<file path="src/rcf_pkg.sv">
// reset-cause flag block: offsets, bit positions, reset values
// assumes an 8-bit register port with a 12-bit address
package rcf_pkg;

    // =========================================================
    // bus geometry
    localparam int unsigned ADDR_W = 12;
    localparam int unsigned DATA_W = 8;

    // =========================================================
    // register offsets
    localparam logic [11:0] OFS_BROWNOUT_CONTROL = 12'h191;
    localparam logic [11:0] OFS_POWER_CONTROL_0  = 12'h192;
    localparam logic [11:0] OFS_POWER_CONTROL_1  = 12'h193;
    localparam logic [11:0] OFS_CAUSE_STATUS     = 12'h194;
    localparam logic [11:0] OFS_CAUSE_MASK       = 12'h195;

    // =========================================================
    // field positions
    localparam int unsigned BIT_STACK_OVF     = 7;
    localparam int unsigned BIT_STACK_UNF     = 6;
    localparam int unsigned BIT_WATCHDOG      = 4;
    localparam int unsigned BIT_MASTER_CLEAR  = 3;
    localparam int unsigned BIT_RESET_INSTR   = 2;
    localparam int unsigned BIT_POWER_ON      = 1;
    localparam int unsigned BIT_BROWNOUT      = 0;
    localparam int unsigned BIT_MEM_VIOLATION = 1;
    localparam int unsigned BIT_SW_BO_ENABLE  = 7;
    localparam int unsigned BIT_BO_READY      = 0;

    // =========================================================
    // implemented-bit masks
    localparam logic [7:0] PC0_IMPL_MASK   = 8'hdf;
    localparam logic [7:0] PC1_IMPL_MASK   = 8'h02;
    localparam logic [7:0] CAUSE_IMPL_MASK = 8'h7f;

    // =========================================================
    // reset values (power-on)
    localparam logic [7:0] PC0_POR_VALUE    = 8'h1d;
    localparam logic [7:0] PC1_POR_VALUE    = 8'h02;
    localparam logic       SW_BO_POR_VALUE  = 1'b1;
    localparam logic [7:0] CAUSE_POR_VALUE  = 8'h00;
    localparam logic [7:0] MASK_POR_VALUE   = 8'h00;

    // =========================================================
    // event and synchroniser indices
    localparam int unsigned EV_BROWNOUT      = 0;
    localparam int unsigned EV_MEM_VIOLATION = 1;
    localparam int unsigned EV_WATCHDOG      = 2;
    localparam int unsigned EV_MASTER_CLEAR  = 3;
    localparam int unsigned EV_RESET_INSTR   = 4;
    localparam int unsigned EV_STACK_UNF     = 5;
    localparam int unsigned EV_STACK_OVF     = 6;
    localparam int unsigned SYNC_BO_READY    = 7;
    localparam int unsigned NUM_SYNC         = 8;

endpackage

</file>
<file path="src/rcf_sync.sv">
// three-stage input synchroniser with agreement filter
// assumes d is asynchronous to mclk
`timescale 1ns/1ps

module rcf_sync (
    // clock and reset
    input  wire logic mclk,
    input  wire logic rst_b,
    // asynchronous input
    input  wire logic d,
    // filtered level and its rising edge
    output logic      level,
    output logic      rise
);

    logic [2:0] stage;
    logic [2:0] next_stage;
    logic       next_level;
    logic       next_rise;

    // =========================================================
    // next state
    always_comb begin
        next_stage = {stage[1:0], d};
        next_level = level;
        next_rise  = 1'b0;
        // stage[0] feeds only stage[1]
        if (stage[1] == stage[2]) begin
            next_level = stage[2];
            next_rise  = stage[2] & ~level;
        end
    end

    // =========================================================
    // registers
    always_ff @(posedge mclk or negedge rst_b) begin
        if (!rst_b) begin
            stage <= 3'h0;
            level <= 1'b0;
            rise  <= 1'b0;
        end else begin
            stage <= next_stage;
            level <= next_level;
            rise  <= next_rise;
        end
    end

endmodule

</file>
<file path="src/rcf_top.sv">
// reset-cause flags with register port and cause interrupt
// assumes rst_b is the power-on reset; other causes arrive on pins
//
// Local design decision: strobed register access.
`timescale 1ns/1ps

// Contract
// - power-on reset clears power-on flag
// - power-on flag zero on power-on, brown-out
// - brown-out reset clears brown-out flag, also power-on and stack flags
// - firmware writes one; value held until reset
// - memory-violation reset clears violation flag
// - violation flag set on power-on, brown-out
// - power control 1 at 0x193, bit 1
// - firmware may set flags inactive, no side effect
// - each reset changes only matching flags; brown-out also sets master-clear and reset-instruction flags
// - firmware writing active level causes no reset
module rcf_top (
    // clock and reset
    input  wire logic       mclk,
    input  wire logic       rst_b,
    // register port
    input  wire logic [11:0] reg_addr,
    input  wire logic [7:0]  reg_wdata,
    input  wire logic        reg_wr,
    input  wire logic        reg_rd,
    output logic      [7:0]  reg_rdata,
    // reset-cause inputs and brown-out ready, asynchronous
    input  wire logic        brownout_rst_in,
    input  wire logic        mem_violation_rst_in,
    input  wire logic        watchdog_rst_in,
    input  wire logic        master_clear_rst_in,
    input  wire logic        reset_instr_in,
    input  wire logic        stack_underflow_in,
    input  wire logic        stack_overflow_in,
    input  wire logic        brownout_ready_in,
    // flag and control outputs
    output logic      [7:0]  power_control_0,
    output logic      [7:0]  power_control_1,
    output logic             sw_brownout_enable,
    output logic             irq
);

    // =========================================================
    // input synchronisers
    logic [rcf_pkg::NUM_SYNC-1:0] raw_in;
    logic [rcf_pkg::NUM_SYNC-1:0] sync_level;
    logic [rcf_pkg::NUM_SYNC-1:0] sync_rise;

    always_comb begin
        raw_in                                = '0;
        raw_in[rcf_pkg::EV_BROWNOUT]      = brownout_rst_in;
        raw_in[rcf_pkg::EV_MEM_VIOLATION] = mem_violation_rst_in;
        raw_in[rcf_pkg::EV_WATCHDOG]      = watchdog_rst_in;
        raw_in[rcf_pkg::EV_MASTER_CLEAR]  = master_clear_rst_in;
        raw_in[rcf_pkg::EV_RESET_INSTR]   = reset_instr_in;
        raw_in[rcf_pkg::EV_STACK_UNF]     = stack_underflow_in;
        raw_in[rcf_pkg::EV_STACK_OVF]     = stack_overflow_in;
        raw_in[rcf_pkg::SYNC_BO_READY]    = brownout_ready_in;
    end

    genvar gi;
    generate
        for (gi = 0; gi < rcf_pkg::NUM_SYNC; gi = gi + 1) begin : g_sync
            rcf_sync u_sync (
                .mclk  (mclk),
                .rst_b (rst_b),
                .d     (raw_in[gi]),
                .level (sync_level[gi]),
                .rise  (sync_rise[gi])
            );
        end
    endgenerate

    // events as one-cycle pulses, brown-out ready as a level
    logic ev_brownout;
    logic ev_mem_violation;
    logic ev_watchdog;
    logic ev_master_clear;
    logic ev_reset_instr;
    logic ev_stack_unf;
    logic ev_stack_ovf;
    logic bo_ready;

    always_comb begin
        ev_brownout      = sync_rise[rcf_pkg::EV_BROWNOUT];
        ev_mem_violation = sync_rise[rcf_pkg::EV_MEM_VIOLATION];
        ev_watchdog      = sync_rise[rcf_pkg::EV_WATCHDOG];
        ev_master_clear  = sync_rise[rcf_pkg::EV_MASTER_CLEAR];
        ev_reset_instr   = sync_rise[rcf_pkg::EV_RESET_INSTR];
        ev_stack_unf     = sync_rise[rcf_pkg::EV_STACK_UNF];
        ev_stack_ovf     = sync_rise[rcf_pkg::EV_STACK_OVF];
        bo_ready         = sync_level[rcf_pkg::SYNC_BO_READY];
    end

    // =========================================================
    // address decode
    logic hit_bo_ctl;
    logic hit_pc0;
    logic hit_pc1;
    logic hit_status;
    logic hit_mask;

    always_comb begin
        hit_bo_ctl = (reg_addr == rcf_pkg::OFS_BROWNOUT_CONTROL);
        hit_pc0    = (reg_addr == rcf_pkg::OFS_POWER_CONTROL_0);
        hit_pc1    = (reg_addr == rcf_pkg::OFS_POWER_CONTROL_1);
        hit_status = (reg_addr == rcf_pkg::OFS_CAUSE_STATUS);
        hit_mask   = (reg_addr == rcf_pkg::OFS_CAUSE_MASK);
    end

    // =========================================================
    // flag registers: next values
    logic [7:0] next_pc0;
    logic [7:0] next_pc1;
    logic       next_sw_bo;

    always_comb begin
        next_pc0   = power_control_0;
        next_pc1   = power_control_1;
        next_sw_bo = sw_brownout_enable;

        // firmware stores any value in the implemented bits, no reset is raised
        if (reg_wr && hit_pc0) begin
            next_pc0 = reg_wdata & rcf_pkg::PC0_IMPL_MASK;
        end
        if (reg_wr && hit_pc1) begin
            next_pc1 = reg_wdata & rcf_pkg::PC1_IMPL_MASK;
        end
        if (reg_wr && hit_bo_ctl) begin
            next_sw_bo = reg_wdata[rcf_pkg::BIT_SW_BO_ENABLE];
        end

        // hardware causes win over a firmware write in the same cycle
        if (ev_watchdog) begin
            next_pc0[rcf_pkg::BIT_WATCHDOG] = 1'b0;
        end
        if (ev_master_clear) begin
            next_pc0[rcf_pkg::BIT_MASTER_CLEAR] = 1'b0;
        end
        if (ev_reset_instr) begin
            next_pc0[rcf_pkg::BIT_RESET_INSTR] = 1'b0;
        end
        if (ev_stack_ovf) begin
            next_pc0[rcf_pkg::BIT_STACK_OVF] = 1'b1;
        end
        if (ev_stack_unf) begin
            next_pc0[rcf_pkg::BIT_STACK_UNF] = 1'b1;
        end
        if (ev_mem_violation) begin
            next_pc1[rcf_pkg::BIT_MEM_VIOLATION] = 1'b0;
        end

        // brown-out is the strongest cause and is applied last
        if (ev_brownout) begin
            next_pc0[rcf_pkg::BIT_BROWNOUT]     = 1'b0;
            next_pc0[rcf_pkg::BIT_POWER_ON]     = 1'b0;
            next_pc0[rcf_pkg::BIT_STACK_OVF]    = 1'b0;
            next_pc0[rcf_pkg::BIT_STACK_UNF]    = 1'b0;
            next_pc0[rcf_pkg::BIT_MASTER_CLEAR] = 1'b1;
            next_pc0[rcf_pkg::BIT_RESET_INSTR]  = 1'b1;
            next_pc1[rcf_pkg::BIT_MEM_VIOLATION] = 1'b1;
            next_sw_bo = rcf_pkg::SW_BO_POR_VALUE;
        end
    end

    // flags hold across every reset except power-on and brown-out
    always_ff @(posedge mclk or negedge rst_b) begin
        if (!rst_b) begin
            power_control_0    <= rcf_pkg::PC0_POR_VALUE;
            power_control_1    <= rcf_pkg::PC1_POR_VALUE;
            sw_brownout_enable <= rcf_pkg::SW_BO_POR_VALUE;
        end else begin
            power_control_0    <= next_pc0;
            power_control_1    <= next_pc1;
            sw_brownout_enable <= next_sw_bo;
        end
    end

    // =========================================================
    // cause interrupt: sticky status, mask, level output
    logic [7:0] cause_status;
    logic [7:0] cause_mask;
    logic [7:0] cause_events;
    logic [7:0] next_status;
    logic [7:0] next_mask;
    logic       next_irq;

    always_comb begin
        cause_events = '0;
        cause_events[rcf_pkg::EV_BROWNOUT]      = ev_brownout;
        cause_events[rcf_pkg::EV_MEM_VIOLATION] = ev_mem_violation;
        cause_events[rcf_pkg::EV_WATCHDOG]      = ev_watchdog;
        cause_events[rcf_pkg::EV_MASTER_CLEAR]  = ev_master_clear;
        cause_events[rcf_pkg::EV_RESET_INSTR]   = ev_reset_instr;
        cause_events[rcf_pkg::EV_STACK_UNF]     = ev_stack_unf;
        cause_events[rcf_pkg::EV_STACK_OVF]     = ev_stack_ovf;
    end

    always_comb begin
        next_status = cause_status;
        next_mask   = cause_mask;
        if (reg_wr && hit_status) begin
            next_status = cause_status & ~reg_wdata;
        end
        if (reg_wr && hit_mask) begin
            next_mask = reg_wdata & rcf_pkg::CAUSE_IMPL_MASK;
        end
        // set wins over write-one-to-clear
        next_status = next_status | cause_events;
        next_irq    = |(next_status & next_mask);
    end

    always_ff @(posedge mclk or negedge rst_b) begin
        if (!rst_b) begin
            cause_status <= rcf_pkg::CAUSE_POR_VALUE;
            cause_mask   <= rcf_pkg::MASK_POR_VALUE;
            irq          <= 1'b0;
        end else begin
            cause_status <= next_status;
            cause_mask   <= next_mask;
            irq          <= next_irq;
        end
    end

    // =========================================================
    // read port: data valid only in the cycle after the strobe
    logic [7:0] next_rdata;
    logic [7:0] bo_ctl_view;

    always_comb begin
        bo_ctl_view = '0;
        bo_ctl_view[rcf_pkg::BIT_SW_BO_ENABLE] = sw_brownout_enable;
        bo_ctl_view[rcf_pkg::BIT_BO_READY]     = bo_ready;
    end

    always_comb begin
        next_rdata = '0;
        if (reg_rd) begin
            if (hit_bo_ctl) begin
                next_rdata = bo_ctl_view;
            end else if (hit_pc0) begin
                next_rdata = power_control_0 & rcf_pkg::PC0_IMPL_MASK;
            end else if (hit_pc1) begin
                next_rdata = power_control_1 & rcf_pkg::PC1_IMPL_MASK;
            end else if (hit_status) begin
                next_rdata = cause_status;
            end else if (hit_mask) begin
                next_rdata = cause_mask;
            end
        end
    end

    always_ff @(posedge mclk or negedge rst_b) begin
        if (!rst_b) begin
            reg_rdata <= 8'h00;
        end else begin
            reg_rdata <= next_rdata;
        end
    end

endmodule
</file>
<file path="config.mk">
export PLATFORM = sky130hd
export DESIGN_NAME = rcf_top
export DESIGN_NICKNAME = d
export VERILOG_FILES = /design/src/rcf_pkg.sv /design/src/rcf_sync.sv /design/src/rcf_top.sv
export SDC_FILE = /design/constraint.sdc
export NUM_CORES = 1
export LEC_CHECK = 0
export BUFFER_PORTS_ARGS = -buffer_cell sky130_fd_sc_hd__buf_4
export CAP_MARGIN = 20
export CORE_MARGIN = 10
export CORE_UTILIZATION = 49
export DETAILED_ROUTE_END_ITERATION = 8
export GPL_TIMING_DRIVEN = 0
export PLACE_DENSITY = 0.83
export SETUP_SLACK_MARGIN = 0.4
export SYNTH_ARGS = -nofsm -noshare
export SYNTH_HDL_FRONTEND = slang
export SYNTH_HIERARCHICAL = 1
export SYNTH_SLANG_ARGS = --single-unit
</file>
<file path="constraint.sdc">
create_clock -name mclk -period 1.5 [get_ports mclk]
set_clock_uncertainty 0.2 [all_clocks]
set_input_delay 0.225 -clock mclk [delete_from_list [all_inputs] [get_ports mclk]]
set_output_delay 0.225 -clock mclk [all_outputs]
set_load 0.01 [all_outputs]
</file>
# Word-level counts from Yosys, hierarchy flattened
# Cells that the tools add are included.
# W data, S select, Z words.
dict set report word_totals {
  ff_bits 73
  latch_bits 0
  ram_bits 0
  rom_bits 0
  in_bits 32
  out_inout_bits 26
  wordCells 108
  n_memories 0
}
dict set report op_classes {
  addsub 0
  multipliers 0
  n_div 0
  order_cmp 0
  n_eq_ne 13
  shifts 0
  mux 28
  bitwise 18
  n_reduce_logical 14
}
# operator n
set ops {}
lappend ops {{$mux W8} 9}
lappend ops {{$eq A12 B9 Y1 const B} 5}
lappend ops {{$and A8 B8 Y8} 2}
lappend ops {{$mux W1} 16}
lappend ops {{$reduce_bool A3 Y1} 5}
lappend ops {{$eq A1 B1 Y1} 8}
lappend ops {{$not A8 Y8} 1}
lappend ops {{$or A8 B7 Y8} 1}
lappend ops {{$reduce_or A8 Y1} 1}
lappend ops {{$and A1 B1 Y1} 7}
lappend ops {{$not A1 Y1} 7}
lappend ops {{$reduce_bool A2 Y1} 3}
lappend ops {{$logic_and A1 B1 Y1} 5}
lappend ops {{$mux W2} 2}
lappend ops {{$mux W4} 1}

# Longest topological paths before layout
dict set report depth {
  word_depth 7
  mapped_depth 8
  depth_no_buf 6
}

# By module
# The synthesis kept the hierarchy.
# mod n_inst cells_each area_each_um2 seq_area_each_um2
set by_module_without_submodules {}
lappend by_module_without_submodules {rcf_top 1 161 1696.6 858.3}
lappend by_module_without_submodules {rcf_sync 8 7 146.4 125.1}

# Worst setup path before layout
# OpenSTA, ideal clock, no wires.
dict set report synth_timing {
  path_type {input-to-reg}
  startpoint {input port reg_addr[9]}
  endpoint {register irq}
  setup_time_ps 124
  t_arrival_ps 2317
  required_ps 1176
  setup_slack_ps -1141
  stages 7
  path_buffers 1
  path_cell_list {or4b_4 > buf_6 > nor4_4 > mux2_2 > a22oi_2 > a21bo_1 > a211o_1}
}
dict set report synth_via {
  elab_cells_between_ends 9
  cone_classes {2 x eq/ne; 2 x mux; 2 x bitwise; 3 x reduce/logical}
}
# element line
set synth_rtl {}
lappend synth_rtl {{start, declared} rcf_top.sv:23} ;# input wire logic [11:0] reg_addr,
lappend synth_rtl {{$eq A12 B9 Y1} rcf_top.sv:109} ;# hit_mask = (reg_addr == rcf_pkg::OFS_CAUSE_MASK);
lappend synth_rtl {{$logic_and A1 B1 Y1} rcf_top.sv:206} ;# if (reg_wr && hit_mask) begin
lappend synth_rtl {{$mux W8} rcf_top.sv:206}
lappend synth_rtl {{named net next_mask[4]} rcf_top.sv:186} ;# logic [7:0] next_mask;
lappend synth_rtl {{$and A8 B8 Y8} rcf_top.sv:211} ;# next_irq = |(next_status & next_mask);
lappend synth_rtl {{$reduce_or A8 Y1} rcf_top.sv:211}
lappend synth_rtl {{named net next_irq} rcf_top.sv:187} ;# logic next_irq;
lappend synth_rtl {{end signal, assigned} rcf_top.sv:222} ;# irq <= next_irq;
lappend synth_rtl {{end, declared} rcf_top.sv:41} ;# output logic irq
# The timed path passes the listed nets, and every way through them passes these cells.
# A chain may end at the register's enable or synchronous reset.

# Worst setup path in the final report
dict set report layout_timing {
  startpoint {input port reg_addr[9]}
  endpoint {register irq}
}
dict set report layout_via {
  elab_chain_cells 6
  elab_cells_between_ends 9
  cone_classes {2 x eq/ne; 2 x mux; 2 x bitwise; 3 x reduce/logical}
}
# element line
set layout_rtl {}
lappend layout_rtl {{$eq A12 B9 Y1} rcf_top.sv:108} ;# hit_status = (reg_addr == rcf_pkg::OFS_CAUSE_STATUS);
lappend layout_rtl {{$logic_and A1 B1 Y1} rcf_top.sv:203} ;# if (reg_wr && hit_status) begin
lappend layout_rtl {{$mux W8} rcf_top.sv:203}
lappend layout_rtl {{$or A8 B7 Y8} rcf_top.sv:210} ;# next_status = next_status | cause_events;
lappend layout_rtl {{$and A8 B8 Y8 *} rcf_top.sv:211}
lappend layout_rtl {{$reduce_or A8 Y1 *} rcf_top.sv:211}
lappend layout_rtl {{named net next_irq} rcf_top.sv:187}
# The timed path passes the listed nets; every way through them passes the cells marked *.

==> run summary <==
type of origin of the critical path = primary input
Core Box Area = 5570 µm²
setup ws final = -0.821 ns
Switching Share = 0.236
# IOs = 58
first-pass GRT wire length = 13600 µm
failing checks = hold timing, setup timing
post-layout total power = 0.00441 W
relative slew slack = 0.410
n_diodes = 0
total number of vias = 2429
Min Hold Slack = -0.203 ns
clock sinks = 73
remaining antenna violation count = 0
Port-buffer cells = 48
Netlist Area Pre-Place = 2830 µm²
HP Class = primary input to async pin
largest net degree at the start of global routing = 74
share of layout cells above drive strength 1 = 0.557
Pint = 0.00336 W
Clock Pin Slew Worst Setup and Hold Paths = 0.08 ns
status = finished, violations left
Fin Setup TNS = -13.44 ns
vias in the first global route = 2553
fmax = 431 MHz
worst vdd ir = 1.03 mV
NetSw = 0.00104 W
HPWL after detailed placement = 4330 µm
fin crit share = 1.55
CP bufs+invs = 5
Avg WL per Cell = 23.3 µm
Worst EP arrival = 2.37 ns
YS warnings = 6
max-slew violation count = 0
Longest Clk Path Bufs = 2
Fillers = 306
overall die height = 96.0 µm
Crit Path Class = primary input to flop
Crit. End Element = flop
CTS buffer count = 9
Worst R2R Setup Slack = -0.51 ns
Pre-antenna DRT Iters = 5
Mean Syn Cell Area = 13.2 µm²
vias per std cell = 5.88
Root Driver = clkbuf_8
initial antenna violation count = 0
DP Worst Slack = -1.55 ns
worst-path cell chain = buf_6 > or4b_4 > buf_6 > buf_6 > nor4_4 > buf_6 > buf_6 > nand2_2 > a32oi_1 > nand3_1 > a211o_1
critical path's slowest cell = or4b_4
CP Depth = 11
Critical R2R Launch = g_sync[0].u_sync/rise
std cell rows = 27
largest stage delay on the critical path = 0.53 ns
Reg2Reg Depth = 5
pwr/cell area = 989 nW/µm²
Worst R2R End = irq
WL final = 9640 µm
required time of the critical path = 1.55 ns
Die Width = 96.0 µm
P_leak = 2.04 nW
post-synthesis cell count = 215
clock latency on the worst-skew pair = 0.36 ns
min Tclk post-route = 2.32 ns
H-tree depth reported by CTS = 3
Layout area overhead = 57.2%
final hold violations = 73
routability-driven placement congestion ratio = 0.871
register share of total power = 0.486
Congestion Overflow GR = 0
cell mode on critical path = buf_6
CTS tree = yes
Iter 0 DRT Violations = 228
delay-heaviest family, CP = simple AND/OR/NAND/NOR gates
peak fanout along the critical path = 6
RSZ-0062 raised after global routing = true
Final nets = 368
Max Cap Viol = 0
combinational power share = 0.108
Worst-Margin Slew = 0.885 ns
Die Footprint = 9220 µm²
initial core utilization = 0.508
Setup-failing EPs final = 34
gr usage total = 0.197
Clk pwr share = 0.406
DRC viols = 0
==> power groups by stage <==
stage               Clock [W]  Sequential [W]  Combinational, W
floorplan                   0         0.00217          0.000119
global placement            0         0.00217          0.000308
detailed placement          0         0.00218          0.000314
CTS                   0.00183         0.00214          0.000433
global route          0.00190         0.00215          0.000509
finish                0.00179         0.00214          0.000478
==> layout by cell type (no fill, tap or decap), types with 2 or more instances in the layout <==
master          n
a21oi_1         4
a22oi_2         5
nand2_1        17
o21ai_2         3
and3b_2         7
nor4_4          3
o21ai_1         4
nand2_2         7
a222oi_1        2
mux2_4          4
dfrtp_1        67
nor2_1          5
nor2b_1         2
nor3_4          2
a31oi_4         4
a21o_1          2
o21ai_0         2
clkinv_4        2
conb_1          8
maj3_2          8
bufinv_16       2
dfstp_2         6
nand3_2         7
inv_1           6
a21oi_2         3
mux2i_1         4
clkbuf_8       11
buf_4          57
nand2_8         2
buf_6          41
dlygate4sd3_1  14
==> timing repair <==
| item | CTS | global route |
|---|---|---|
| gates cloned | 1 | 0 |
| hold buffers | 13 | 1 |
| setup endpoints to repair | 52 | 52 |
| hold endpoints to repair | 103 | 75 |
| pin swaps | 30 | 11 |
| setup buffers | 32 | 8 |
| resized for setup | 64 | 31 |
==> stage by stage <==
stage	instances	area (µm²)	utilization
final	413	4450	0.799
after detailed placement	342	3330	0.598
after CTS	404	4240	0.761
after floorplan	222	2880	-
after global placement	342	3330	0.598
after global routing	413	4450	0.799
==> worst max path at each step <==
stage                     slack [ns]        start   to
after floorplan                -1.12  reg_addr[9]  irq
after global placement         -1.52  reg_addr[9]  irq
after detailed placement       -1.55  reg_addr[9]  irq
after CTS                      -0.77  reg_addr[9]  irq
after global routing           -0.84  reg_addr[3]  irq
final                          -0.82  reg_addr[9]  irq
==> layout make-up <==
class                   count  area [µm²]  area share
flip-flops and latches     73        1830       0.412
well taps                  72        90.1      0.0202
clock buffers              11         151      0.0340
repair buffers            102         960       0.216
inverters                   6        22.5     0.00506
clock inverters             5        86.3      0.0194
plain buffers              12         105      0.0236
multi-input cells         132        1200       0.270
==> per-layer routing <==
layer	wire length [µm]	share of wire	track usage
met1	3250	0.34	0.208
met2	5030	0.52	0.334
met3	876	0.091	0.0833
met4	486	0.050	0.0909
met5	0	0	0
==> flip-flops by register name (all words and copies together), names as in the netlist <==
name / flops
g_sync.u_sync/rise: 7
g_sync.u_sync/stage: 24
cause_mask: 8
g_sync.u_sync/level: 8
cause_status: 8
sw_brownout_enable: 1
power_control_1: 1
irq: 1
reg_rdata: 8
power_control_0: 7
==> worst reg2reg max path, cell delays in order (launching register included) <==
cell and delay, ns:
dfrtp_1 0.53, inv_1 0.31, a31oi_4 0.17, a32oi_1 0.26, nand3_1 0.16, a211o_1 0.28
Power figures use the tool's default switching activity.
